## config.mk

```make
export PLATFORM = sky130hd
export DESIGN_NAME = bfc_tx_flat
export DESIGN_NICKNAME = d
export VERILOG_FILES = /design/src/hdl/bfc_pkg.sv /design/src/hdl/bfc_link_if.sv /design/src/hdl/bfc_tx.sv /design/src/flat_wrapper.sv
export SDC_FILE = /design/constraint.sdc
export NUM_CORES = 1
export LEC_CHECK = 0
export BUFFER_PORTS_ARGS = -buffer_cell sky130_fd_sc_hd__clkbuf_2
export CAP_MARGIN = 0
export CORE_MARGIN = 4
export CORE_UTILIZATION = 55
export CTS_BUF_LIST = sky130_fd_sc_hd__clkbuf_2
export DETAILED_ROUTE_END_ITERATION = 10
export PLACE_DENSITY = 0.77
export SETUP_SLACK_MARGIN = 0.2
export SYNTH_ARGS = -nofsm -noshare
export SYNTH_HDL_FRONTEND = slang
export SYNTH_SLANG_ARGS = --single-unit
```

## constraint.sdc

```tcl
create_clock -name clk -period 25.7 [get_ports clk]
set_input_delay 5.14 -clock clk [delete_from_list [all_inputs] [get_ports clk]]
set_output_delay 5.14 -clock clk [all_outputs]
set_load 0.02 [all_outputs]
```

## src/hdl/bfc_pkg.sv

```systemverilog
// shared constants and coding functions of the 64b/66b framer
`default_nettype none
package bfc_pkg;
  // ----------------------------------------
  // block and multiblock geometry
  // ----------------------------------------
  localparam int PAY_W = 64;
  localparam int HDR_W = 2;
  localparam int BLK_W = PAY_W + HDR_W;
  localparam int MB_BLOCKS = 32;
  localparam int EMB_MB = 1;
  localparam int LOCAL_GROUP_BOUNDARY_CLOCK_BITS = BLK_W * MB_BLOCKS * EMB_MB;
  localparam int IDX_W = $clog2(MB_BLOCKS);
  localparam int BUF_DEPTH = 2;
  // ----------------------------------------
  // header-bit stream layout
  // ----------------------------------------
  localparam int SW_W = MB_BLOCKS;
  localparam int CRC_W = 12;
  localparam int FEC_W = 26;
  localparam int CRC_GRP = 3;
  localparam int CRC_GRPS = 4;
  localparam int FEC_HI = 22;
  localparam int FEC_MID = 23;
  localparam int FEC_LO = 24;
  localparam int GROUP_END_FLAG_POS = 22;
  localparam int MULTIBLOCK_END_PATTERN_LSB = 27;
  localparam logic [4:0] MULTIBLOCK_END_PATTERN_PAT = 5'h10;
  localparam logic [SW_W-1:0] ONES_CRC = 32'h80A8_8888;
  localparam logic [SW_W-1:0] ONES_FEC = 32'h8000_0000;
  // polynomials without the top term; crc one is 0x987 in short form
  localparam logic [FEC_W-1:0] CRC_POLY = 26'h000_030F;
  localparam logic [FEC_W-1:0] FEC_POLY = 26'h022_0211;
  // ----------------------------------------
  // self-synchronous scrambler x^58 + x^39 + 1
  // ----------------------------------------
  localparam int SCR_W = 58;
  localparam int SCR_TAP_A = 57;
  localparam int SCR_TAP_B = 38;

  // payload bit i sits at link position i + 2, bit 0 goes first
  function automatic logic [SCR_W+PAY_W-1:0] scramble(input logic [SCR_W-1:0] st, input logic [PAY_W-1:0] d,
                                                      input logic desc);
    logic [SCR_W-1:0] s;
    logic [PAY_W-1:0] q;
    logic b;
    s = st;
    q = '0;
    for (int i = 0; i < PAY_W; i++) begin
      b = d[i] ^ s[SCR_TAP_A] ^ s[SCR_TAP_B];
      q[i] = b;
      s = {s[SCR_W-2:0], desc ? d[i] : b};
    end
    return {s, q};
  endfunction

  // serial parity over one block, transmission order
  function automatic logic [FEC_W-1:0] parStep(input logic [FEC_W-1:0] c, input logic [PAY_W-1:0] d,
                                              input logic fec);
    logic [FEC_W-1:0] r;
    logic fb;
    r = c;
    for (int i = 0; i < PAY_W; i++) begin
      fb = d[i] ^ (fec ? r[FEC_W-1] : r[CRC_W-1]);
      r = {r[FEC_W-2:0], 1'b0} ^ (fb ? (fec ? FEC_POLY : CRC_POLY) : '0);
      if (!fec) r[FEC_W-1:CRC_W] = '0;
    end
    return r;
  endfunction

  // parity word to stream word, fixed ones, pilots and zero commands
  function automatic logic [SW_W-1:0] streamWord(input logic [FEC_W-1:0] p, input logic fec);
    logic [SW_W-1:0] w;
    w = fec ? ONES_FEC : ONES_CRC;
    w[GROUP_END_FLAG_POS] = 1'b1;
    if (fec) begin
      for (int k = 0; k < FEC_HI; k++) w[k] = p[FEC_W-1-k];
      w[FEC_MID] = p[CRC_GRP];
      for (int k = 0; k < CRC_GRP; k++) w[FEC_LO+k] = p[CRC_GRP-1-k];
    end else begin
      for (int g = 0; g < CRC_GRPS; g++)
        for (int k = 0; k < CRC_GRP; k++) w[(CRC_GRP+1)*g+k] = p[CRC_W-1-CRC_GRP*g-k];
    end
    return w;
  endfunction

  // stream word back to parity word
  function automatic logic [FEC_W-1:0] streamPar(input logic [SW_W-1:0] w, input logic fec);
    logic [FEC_W-1:0] p;
    p = '0;
    if (fec) begin
      for (int k = 0; k < FEC_HI; k++) p[FEC_W-1-k] = w[k];
      p[CRC_GRP] = w[FEC_MID];
      for (int k = 0; k < CRC_GRP; k++) p[CRC_GRP-1-k] = w[FEC_LO+k];
    end else begin
      for (int g = 0; g < CRC_GRPS; g++)
        for (int k = 0; k < CRC_GRP; k++) p[CRC_W-1-CRC_GRP*g-k] = w[(CRC_GRP+1)*g+k];
    end
    return p;
  endfunction
endpackage
`default_nettype wire

```

## src/hdl/bfc_link_if.sv

```systemverilog
// block link between framer and receiver
`timescale 1ns/1ps
`default_nettype none
interface bfc_link_if;
  import bfc_pkg::*;
  logic linkValid;
  logic linkReady;
  logic [BLK_W-1:0] linkData;
  modport tx (output linkValid, output linkData, input linkReady);
  modport rx (input linkValid, input linkData, output linkReady);
endinterface
`default_nettype wire

```

## src/hdl/bfc_tx.sv

```systemverilog
// transmit framer: scramble, header, header-bit stream, parity, boundary clock
`timescale 1ns/1ps
`default_nettype none
module bfc_tx
  import bfc_pkg::*;
#(
  parameter int DEPTH = BUF_DEPTH
) (
  // clock and reset
  input wire logic clk,
  input wire logic rst_n,
  // user block input
  input wire logic inValid,
  output logic inReady,
  input wire logic [PAY_W-1:0] inData,
  // system pins
  input wire logic sysref,
  input wire logic fecMode,
  // link
  bfc_link_if.tx link,
  // status
  output logic lemcPulse
);
  localparam int PW = (DEPTH > 1) ? $clog2(DEPTH) : 1;

  function automatic logic [PW-1:0] ptrNext(input logic [PW-1:0] p);
    return (p == PW'(DEPTH - 1)) ? '0 : p + 1'b1;
  endfunction

  // ----------------------------------------
  // pin synchronisers
  // ----------------------------------------
  logic sysMeta_r;
  logic sysSync_r;
  logic sysPrev_r;
  logic fecMeta_r;
  logic fecSync_r;
  logic sysRise;

  always_ff @(posedge clk or negedge rst_n) begin
    if (!rst_n) begin
      sysMeta_r <= 1'b0;
      sysSync_r <= 1'b0;
      sysPrev_r <= 1'b0;
      fecMeta_r <= 1'b0;
      fecSync_r <= 1'b0;
    end else begin
      sysMeta_r <= sysref;
      sysSync_r <= sysMeta_r;
      sysPrev_r <= sysSync_r;
      fecMeta_r <= fecMode;
      fecSync_r <= fecMeta_r;
    end
  end

  assign sysRise = sysSync_r & ~sysPrev_r;

  // ----------------------------------------
  // two-entry input buffer
  // ----------------------------------------
  logic [PAY_W-1:0] buf_r [DEPTH];
  logic [PW-1:0] wrPtr_r;
  logic [PW-1:0] rdPtr_r;
  logic [PW:0] cnt_r;
  logic bufValid;
  logic push;
  logic pop;
  logic stageFree;
  logic linkValid_r;
  logic [BLK_W-1:0] linkData_r;

  assign inReady = (cnt_r != (PW + 1)'(DEPTH));
  assign bufValid = (cnt_r != '0);
  assign push = inValid & inReady;
  assign stageFree = ~linkValid_r | link.linkReady;
  assign pop = bufValid & stageFree;

  always_ff @(posedge clk or negedge rst_n) begin
    if (!rst_n) begin
      wrPtr_r <= '0;
      rdPtr_r <= '0;
      cnt_r <= '0;
    end else begin
      if (push) wrPtr_r <= ptrNext(wrPtr_r);
      if (pop) rdPtr_r <= ptrNext(rdPtr_r);
      if (push & ~pop) cnt_r <= cnt_r + 1'b1;
      else if (pop & ~push) cnt_r <= cnt_r - 1'b1;
    end
  end

  always_ff @(posedge clk) begin
    if (push) buf_r[wrPtr_r] <= inData;
  end

  // ----------------------------------------
  // scrambler and block assembly
  // ----------------------------------------
  logic [SCR_W-1:0] scrSt_r;
  logic [SCR_W+PAY_W-1:0] scrOut;
  logic [PAY_W-1:0] scrPay;
  logic [IDX_W-1:0] idx_r;
  logic fecCur_r;
  logic fecNow;
  logic [FEC_W-1:0] parRun_r;
  logic [FEC_W-1:0] parHold_r;
  logic [FEC_W-1:0] parNext;
  logic [SW_W-1:0] sw;
  logic swBit;
  logic lastBlk;
  logic local_group_boundary_clock_r;

  assign scrOut = scramble(scrSt_r, buf_r[rdPtr_r], 1'b0);
  assign scrPay = scrOut[PAY_W-1:0];
  assign fecNow = (idx_r == '0) ? fecSync_r : fecCur_r;
  assign lastBlk = (idx_r == IDX_W'(MB_BLOCKS - 1));
  assign sw = streamWord(parHold_r, fecNow);
  assign swBit = sw[idx_r];

  always_ff @(posedge clk or negedge rst_n) begin
    if (!rst_n) begin
      scrSt_r <= '0;
    end else if (pop) begin
      scrSt_r <= scrOut[SCR_W+PAY_W-1:PAY_W];
    end
  end

  // ----------------------------------------
  // link output stage
  // ----------------------------------------
  always_ff @(posedge clk or negedge rst_n) begin
    if (!rst_n) begin
      linkValid_r <= 1'b0;
      linkData_r <= '0;
    end else if (pop) begin
      linkValid_r <= 1'b1;
      // header 01 sends a one, 10 a zero, never equal bits
      linkData_r <= {scrPay, swBit, ~swBit};
    end else if (link.linkReady) begin
      linkValid_r <= 1'b0;
    end
  end

  assign link.linkValid = linkValid_r;
  assign link.linkData = linkData_r;

  // ----------------------------------------
  // multiblock counter and boundary clock
  // ----------------------------------------
  always_ff @(posedge clk or negedge rst_n) begin
    if (!rst_n) begin
      idx_r <= '0;
    end else if (sysRise) begin
      idx_r <= '0;
    end else if (pop) begin
      idx_r <= idx_r + 1'b1;
    end
  end

  always_ff @(posedge clk or negedge rst_n) begin
    if (!rst_n) begin
      local_group_boundary_clock_r <= 1'b0;
    end else begin
      local_group_boundary_clock_r <= pop & lastBlk & ~sysRise;
    end
  end

  assign lemcPulse = local_group_boundary_clock_r;

  always_ff @(posedge clk or negedge rst_n) begin
    if (!rst_n) begin
      fecCur_r <= 1'b0;
    end else if (pop && idx_r == '0) begin
      fecCur_r <= fecSync_r;
    end
  end

  // ----------------------------------------
  // parity generator
  // ----------------------------------------
  assign parNext = parStep((idx_r == '0) ? '0 : parRun_r, scrPay, fecNow);

  always_ff @(posedge clk or negedge rst_n) begin
    if (!rst_n) begin
      parRun_r <= '0;
    end else if (sysRise) begin
      parRun_r <= '0;
    end else if (pop) begin
      parRun_r <= parNext;
    end
  end

  always_ff @(posedge clk or negedge rst_n) begin
    if (!rst_n) begin
      parHold_r <= '0;
    end else if (sysRise) begin
      parHold_r <= '0;
    end else if (pop & lastBlk) begin
      parHold_r <= parNext;
    end
  end
endmodule
`default_nettype wire

```

## src/flat_wrapper.sv

```systemverilog
// flat-port wrapper written by rule: the top's interface ports become plain ports
module bfc_tx_flat import bfc_pkg::*;
#(
  parameter int DEPTH = BUF_DEPTH
)
  (clk, rst_n, inValid, inReady, inData, sysref, fecMode, lemcPulse, link_linkValid, link_linkData, link_linkReady);
  bfc_link_if link_i ();
  input wire logic clk;
  input wire logic rst_n;
  input wire logic inValid;
  output logic inReady;
  input wire logic [PAY_W-1:0] inData;
  input wire logic sysref;
  input wire logic fecMode;
  output logic lemcPulse;
  output wire logic [$bits(link_i.linkValid)-1:0] link_linkValid;
  output wire logic [$bits(link_i.linkData)-1:0] link_linkData;
  input wire logic [$bits(link_i.linkReady)-1:0] link_linkReady;
  assign link_linkValid = link_i.linkValid;
  assign link_linkData = link_i.linkData;
  assign link_i.linkReady = link_linkReady;
  bfc_tx #(.DEPTH(DEPTH)) u_core (.clk(clk), .rst_n(rst_n), .inValid(inValid), .inReady(inReady), .inData(inData), .sysref(sysref), .fecMode(fecMode), .link(link_i), .lemcPulse(lemcPulse));
endmodule
```

==> impl_summary.md, run 1 <==
Global route
The via count of the first global-routing pass was 17100. Summed over all layers, the global routing overflow is 0. The number of antenna violations at the first check in global routing is 2.

Global routing consumed, over all layers together, 30.2% of the routing resources. Entering global routing, the biggest net connects 106 pins. The global-route wire length before repair is 104000 um.

Layout
The final net count is 2431. The area growth from synthesis to layout is 8.66%. In the final layout, the share of cells above drive strength 1 is 17.6%.

In the layout the commonest cells are xnor2_1 (530), nand2_1 (262), clkbuf_2 (231). Leaving out fill and tap cells, the most frequent cell in the layout is xnor2_1. Counting the fill cells in the layout gives 3467.

Critical path
The number of buffer and inverter stages on the critical path is 1. The delay contributed by the slowest stage of the critical path is 0.93 ns. The worst setup path is launched from a flop. Among all stages on the critical path, the largest delay is contributed by nor4_2. STA classifies the critical path endpoint as a flop.

The largest fanout of any net on the critical path is 32. The gate family responsible for the most delay along the worst path is XOR/XNOR gates. The worst path required time is 26.53 ns. Among the stages of the critical path, the cell type that occurs most often is xnor3_1. The type of the setup path with the least slack is reg -> reg. For the worst setup path, the data arrival time is 19.27 ns.

STA
Summed over all failing endpoints, the final setup total negative slack is 0 ns. The number of hold-slack violations in the final timing report is 0. The tightest hold path in the finished design has a slack of 0.350 ns. The maximum achievable frequency is 54.3 MHz.

The final-report setup violation count is 0. Setup repair after global routing left no endpoint under its margin. The headroom to the max-slew limit is 9.52%. The worst path in the final design needs a cycle of 18.43 ns, including I/O delays and setup.

The ratio of final minimum period to clock period is 71.7%. The final setup skew is 0.0898 ns. The number of pins with negative max-slew slack in the final report is 0. For the pin with the worst max-slew slack, the measured transition is 1.35 ns.

Floorplanning
Once the floorplan was initialized, standard cells occupied 55.9% of the core. From left edge to right edge, the die measures 212 um. The area of the die is 45000 um2.

139 I/O pins were placed. The die span in y is 212 um. The core region area is 41000 um2. In this run the core area contains 74 standard-cell rows.

Drt
The number of DRC violations after detailed-routing iteration 0 is 1886. Summed over all nets, wire length on met3 after detailed routing comes to 5240 um. The detailed router put a total of 28200 um of wire on met1. The detailed router used layers up to and including met4. In this run the remaining antenna-violating nets after routing total 0. The detailed-route wire length is 68600 um. The via count is 17100. The routed design uses 32100 um of met2 wire. The average wire per standard cell is 23.3 um. In the routed design, unresolved DRC markers number 0. After detailed routing, the number of vias per cell comes to 5.82.

The first-pass iteration count of the detailed router is 6.

CTS
The number of clock sinks is 263. In this run, post-CTS repair resized a total of 0 instances. TritonCTS built the clock tree.

In this run the deepest clock path goes through 3 buffers. The number of post-CTS setup repair buffers is 0. Hold repair after CTS inserted 0 buffers.

Clock-pin slew was measured on the worst setup and hold paths at 0.12 ns. The H-tree was split into 3 levels. The number of buffers added by the clock tree synthesis step is 66. The cell sitting at the root of the clock tree is a clkbuf_2. For the worst-skew pair, the clock arrives at the later sink with an insertion delay of 0.98 ns.

Run status
The flow ran to the end, and the final reports show no timing, DRC or antenna violations.

Synthesis
The number of nets in the synthesized netlist is 2276. Sequential elements use 31.5% of the synthesized area. After synthesis, the mean cell area works out to 10.4 um2. The area share of the largest cell type after synthesis is 20.3%. Counting flops and latches in the post-synthesis netlist gives 263. The library cell with the largest summed area after synthesis is xnor2_1.

The synthesized instance count is 2202. Sorting the synthesized cells by area gives the leading types as xnor2_1 (20%), edfxtp_1 (17%), dfrtp_1 (15%). The async set or reset register ratio after synthesis is 51.3%. Synthesis instantiated 99 different standard cells from the library.

In the synthesized netlist the dominant register cell turns out to be dfrtp_1. The number of enable-type register cells in the synthesized netlist is 128. After synthesis the cells add up to 22900 um2. The Yosys step of the flow raised 0 warnings.

Min path
The worst hold path class is reg -> reg.

Placement
The HPWL after detailed placement is 52800 um. The number of buffer cells added on primary ports is 138. At the end of routability-driven placement, the weighted congestion stood at 0.971.

Run
Across the run, the number of max-cap violations was 0.
kinds of logic (layout without fill, tap and decap cells):
group	count (synthesis)	in the layout	share of synthesized area, %
AOI/OAI and AO/OA	283	283	8.32
DFF	263	263	31.5
and+or+nand+nor	572	572	11.1
muxes	123	123	6.02
other	0	1	0
adders and majority gates	4	4	0.218
xor gates and xnor gates	840	840	40.7
buffers and inverters	117	323	2.20
sequential cells by signal, indices dropped and copies added (netlist names):
register / flops
u_core.fecMeta_r: 1
u_core.fecCur_r: 1
u_core.sysPrev_r: 1
u_core.parRun_r: 26
u_core.parHold_r: 26
u_core.buf_r: 128
u_core.sysMeta_r: 1
u_core.link.linkData: 65
u_core.idx_r: 5
u_core.rdPtr_r: 1
u_core.sysSync_r: 1
u_core.fecSync_r: 1
u_core.lemcPulse: 1
u_core.wrPtr_r: 1
u_core.cnt_r: 2
u_core.link.linkValid: 1
u_core.scrSt_r: 1
metrics by stage:
step	instances	cell area, um2	worst slack, ns	util (%)
finish	2941	24900	7.27	60.8
detailed placement	2821	24300	7.60	59.3
global route	2941	24900	6.31	60.8
floorplan	2202	22900	12.00	-
global placement	2821	24300	8.02	59.3
CTS	2940	24900	7.44	60.8
layer usage:
metal	track usage, %	up-vias
li1	-	7823
met2	49.1	741
met3	5.24	141
met5	0	-
met1	40.5	8413
met4	12.2	0
synth_stat cells, drive strengths merged (5+ instances only):
cell	count
a2111oi	6
a211o	7
a211oi	26
a21o	6
a21oi	80
a31oi	10
and2	21
and3	11
buf	47
clkbuf	60
dfrtp	135
edfxtp	128
inv	10
mux2	8
mux2i	108
mux4	7
nand2	263
nand2b	12
nand3	38
nand4	7
nor2	156
nor3	26
o211ai	13
o21a	9
o21ai	89
or2	5
or3	10
xnor2	565
xnor3	95
xor2	164
xor3	16
worst paths after layout:
| path | from | endpoint | slack [ns] | cells past startpoint |
|---|---|---|---|---|
| max | u_core.idx_r[0] | u_core.parHold_r[10] | 7.27 | 48 |
| min | u_core.sysMeta_r | u_core.sysSync_r | 0.35 | 0 |
| max reg2reg | u_core.idx_r[0] | u_core.parHold_r[10] | 7.27 | 48 |
| min reg2reg | u_core.sysMeta_r | u_core.sysSync_r | 0.35 | 0 |
| max in group asynchronous | rst_n | u_core.rdPtr_r | 20.13 | 2 |
| min in group asynchronous | rst_n | u_core.parRun_r[20] | 4.17 | 1 |
cell type report:
cell class	count	area (um2)	share of cell area, %
inverter	10	40.0	0.161
timing repair buffer	194	1120	4.48
clock buffer	94	470	1.89
tap	532	666	2.67
clock inverter	25	133	0.532
multi-input combinational	1822	15300	61.3
antenna	1	2.50	0.0100
sequential	263	7230	29.0
Power of run 1 is left out: the tool's default activity adds up to more than one toggle a clock period on the data nets, which glitch-free logic cannot reach.
==> run 2: changes to the inputs <==
--- a/config.mk
+++ b/config.mk
@@ -11,7 +11,7 @@
 export CORE_UTILIZATION = 55
 export CTS_BUF_LIST = sky130_fd_sc_hd__clkbuf_2
 export DETAILED_ROUTE_END_ITERATION = 10
-export PLACE_DENSITY = 0.77
+export PLACE_DENSITY = 0.8
 export SETUP_SLACK_MARGIN = 0.2
 export SYNTH_ARGS = -nofsm -noshare
 export SYNTH_HDL_FRONTEND = slang
==> constraint.sdc (replaced) <==
create_clock -name clk -period 16.15 [get_ports clk]
set_input_delay 3.23 -clock clk [delete_from_list [all_inputs] [get_ports clk]]
set_output_delay 3.23 -clock clk [all_outputs]
set_load 0.02 [all_outputs]
==> run 2 against run 1 <==
Compared with the run above:
- die area did not move
- non-clock buffer count grew 50
- clock skew is 0.0078 ns lower
- global-route usage fell by 0.42 points
- via count increased by 1.9%
- final area rose by 2.5%
- sequential share of layout area down 0.71 points
- register-to-register slack lost 6.4 ns
- worst setup slack got worse by 6.4 ns
- utilization grew 1.5 points
- critical path depth increased by 1
==> impl_summary.md, run 2 (synthesized netlist as in run 1, its figures left out) <==
Critical path
The library cell appearing most often on the critical path is xnor3_1. In this run the critical register-to-register path is captured at u_core.parHold_r[2]. The worst reg-to-reg setup slack is 0.89 ns (-6.38 ns). The number of buffer and inverter stages on the critical path is 3 (+2). Among cell families on the critical path, the largest total delay comes from XOR/XNOR gates. The type of the setup path with the least slack is reg -> reg. The arrival time at the worst endpoint is 16.08 ns (-3.19 ns). The cell count of the worst reg-to-reg path was 49 (+2.1%). The delay contributed by the slowest stage of the critical path is 0.61 ns (-0.32 ns).

The highest-delay cell along the critical path is or4b_4. The worst path required time is 16.97 ns (-9.56 ns). The worst setup path is captured at a flop.

STA classifies the critical path startpoint as a flop. The largest fanout of any net on the critical path was 56 (+75%). In this run the critical register-to-register path is launched from u_core.idx_r[1].

CTS
The number of clock sinks is 263 (unchanged). The count of hold-fix buffers inserted at cts is 0 (unchanged). The CTS clock-pin slew for the worst setup and hold paths came to 0.12 ns (about the same). The number of buffers added by the clock tree synthesis step is 66 (unchanged). The clock latency on the worst-skew pair came to 0.99 ns (about the same). The TritonCTS clock tree is built. The worst-case clock buffer depth is 3 (unchanged). The root cell of the clock tree is clkbuf_2. The number of H-tree levels is 3 (unchanged).

Min path
The worst hold endpoint is u_core.fecSync_r. The worst hold path class is reg -> reg. The worst hold path cell count is 0 (unchanged). The worst hold path startpoint is u_core.fecMeta_r.

Drt
The remaining antenna violation count is 0 (unchanged). The first-pass iteration count of the detailed router is 6 (unchanged). The DRC violation count after routing came to 0 (unchanged). The sum of met3 wire segment lengths after detailed routing is 5510 um (+5.2%). The detailed-route wire length came to 67700 um (-1.3%).

The number of DRC violations after detailed-routing iteration 0 was 1992 (+5.6%). The length of routed wiring on met1 was 27300 um (-3.1%). The average wire per standard cell is 22.6 um (-3.0%). The via count is 17400 (+1.9%). The uppermost signal routing layer after detailed routing is met5.

The number of vias per cell after detailed routing was 5.83 (about the same). The detailed-routed wire length on met2 is 31200 um (-2.9%).

STA
The final-report setup violation count is 0 (unchanged). The maximum achievable frequency is 65.5 MHz (+21%). The ratio of final minimum period to clock period is 94.5% (+23 points). The number of hold-slack violations in the final timing report is 0 (unchanged). Setup repair after global routing left no endpoint under its margin. The headroom to the max-slew limit is 15.6% (+6.1 points). The post-route setup TNS is 0 ns (unchanged).

The transition time at the pin with the least slew margin is 1.26 ns (-0.0910 ns). The post-layout minimum cycle time came to 15.26 ns (-3.17 ns). The number of pins with negative max-slew slack in the final report was 0 (unchanged). The final setup skew is 0.0820 ns (-0.00779 ns). The final worst hold slack is 0.369 ns (+0.0189 ns).

Floorplanning
The number of primary I/O pins came to 139 (unchanged). The row count is 74 (unchanged). The effective utilization at floorplan is 55.9% (unchanged). The die outline width is 212 um (unchanged). The core region area is 41000 um2 (unchanged). The die span in y is 212 um (unchanged).

The area of the die is 45000 um2 (unchanged).

Global route
The total track usage is 29.8% (-0.42 points). The via count of the first global-routing pass is 17400 (+2.2%). The global-route wire length before repair is 103000 um (-1.1%). The maximum number of pins on one net before global-route repair came to 145 (+37%).

The number of antenna violations at the first check in global routing was 2 (unchanged). The global route total overflow is 0 (unchanged).

Layout
The most common library cell in the layout ignoring fill and taps is xnor2_1. The fill cell instance count of the final layout came to 3320 (-4.2%). The flip-flop count of the largest register, all copies and words added is 128 (unchanged). The register containing the most flip-flops in the final layout is u_core.buf_r. The library cells used most frequently in the layout, excluding fill and tap cells, are xnor2_1 (520), nand2_1 (262), clkbuf_2 (238). The final net count is 2482 (+2.1%).

The area added between synthesis and finish is 11.4%. The ratio of cells with drive above 1 in the final layout is 20.3% (+2.7 points).

Placement
The number of buffer cells added on primary ports is 138 (unchanged). The final weighted congestion in routability-driven placement is 1.01 (+4.4%). The HPWL after detailed placement is 51700 um (-2.1%).

Run
The reported max-cap violation count is 0 (unchanged).

Run status
The flow ran to the end, and the final reports show no timing, DRC or antenna violations.
run 2: area by class of cell:
class	instances	area, um2	area share [%]
antenna	2	5.00	0.0196
sequential	263	7230	28.3
timing repair buffer	244	1520	5.96
clock inverter	19	159	0.622
tap	532	666	2.60
clock buffer	101	505	1.98
inverter	10	40.0	0.157
multi-input combinational	1823	15400	60.4
run 2: how the worst max path moves through the flow:
stage                    startpoint                   end  cells after the start
detailed placement  u_core.idx_r[0]   u_core.parRun_r[10]                     49
CTS                 u_core.idx_r[0]   u_core.parRun_r[10]                     48
floorplan           u_core.idx_r[1]   u_core.parHold_r[2]                     49
global placement    u_core.idx_r[0]  u_core.parHold_r[10]                     49
finish              u_core.idx_r[1]   u_core.parHold_r[2]                     49
global route        u_core.idx_r[1]  u_core.parHold_r[10]                     48
run 2: repair_timing:
item / in CTS / in global routing
buffers inserted: 0 / 29
gates resized for setup: 0 / 26
endpoints found under the setup margin: 0 / 48
run 2: metal layers:
| layer | vias to the layer above | GRT usage [%] |
|---|---|---|
| li1 | 7954 | - |
| met1 | 8465 | 39.3 |
| met2 | 823 | 47.7 |
| met3 | 195 | 5.58 |
| met4 | 4 | 14.4 |
| met5 | - | 0 |
run 2: stage by stage:
step | instances | instance area (um2) | worst slack, ns | utilization (%)
after global placement | 2842 | 24500 | 0.717 | 59.7
after CTS | 2962 | 25200 | 0.211 | 61.4
after global routing | 2992 | 25600 | 0.164 | 62.3
after floorplan | 2202 | 22900 | 2.45 | -
after detailed placement | 2842 | 24500 | 0.322 | 59.7
final | 2994 | 25600 | 0.888 | 62.3
Power of run 2 is left out for the same reason.
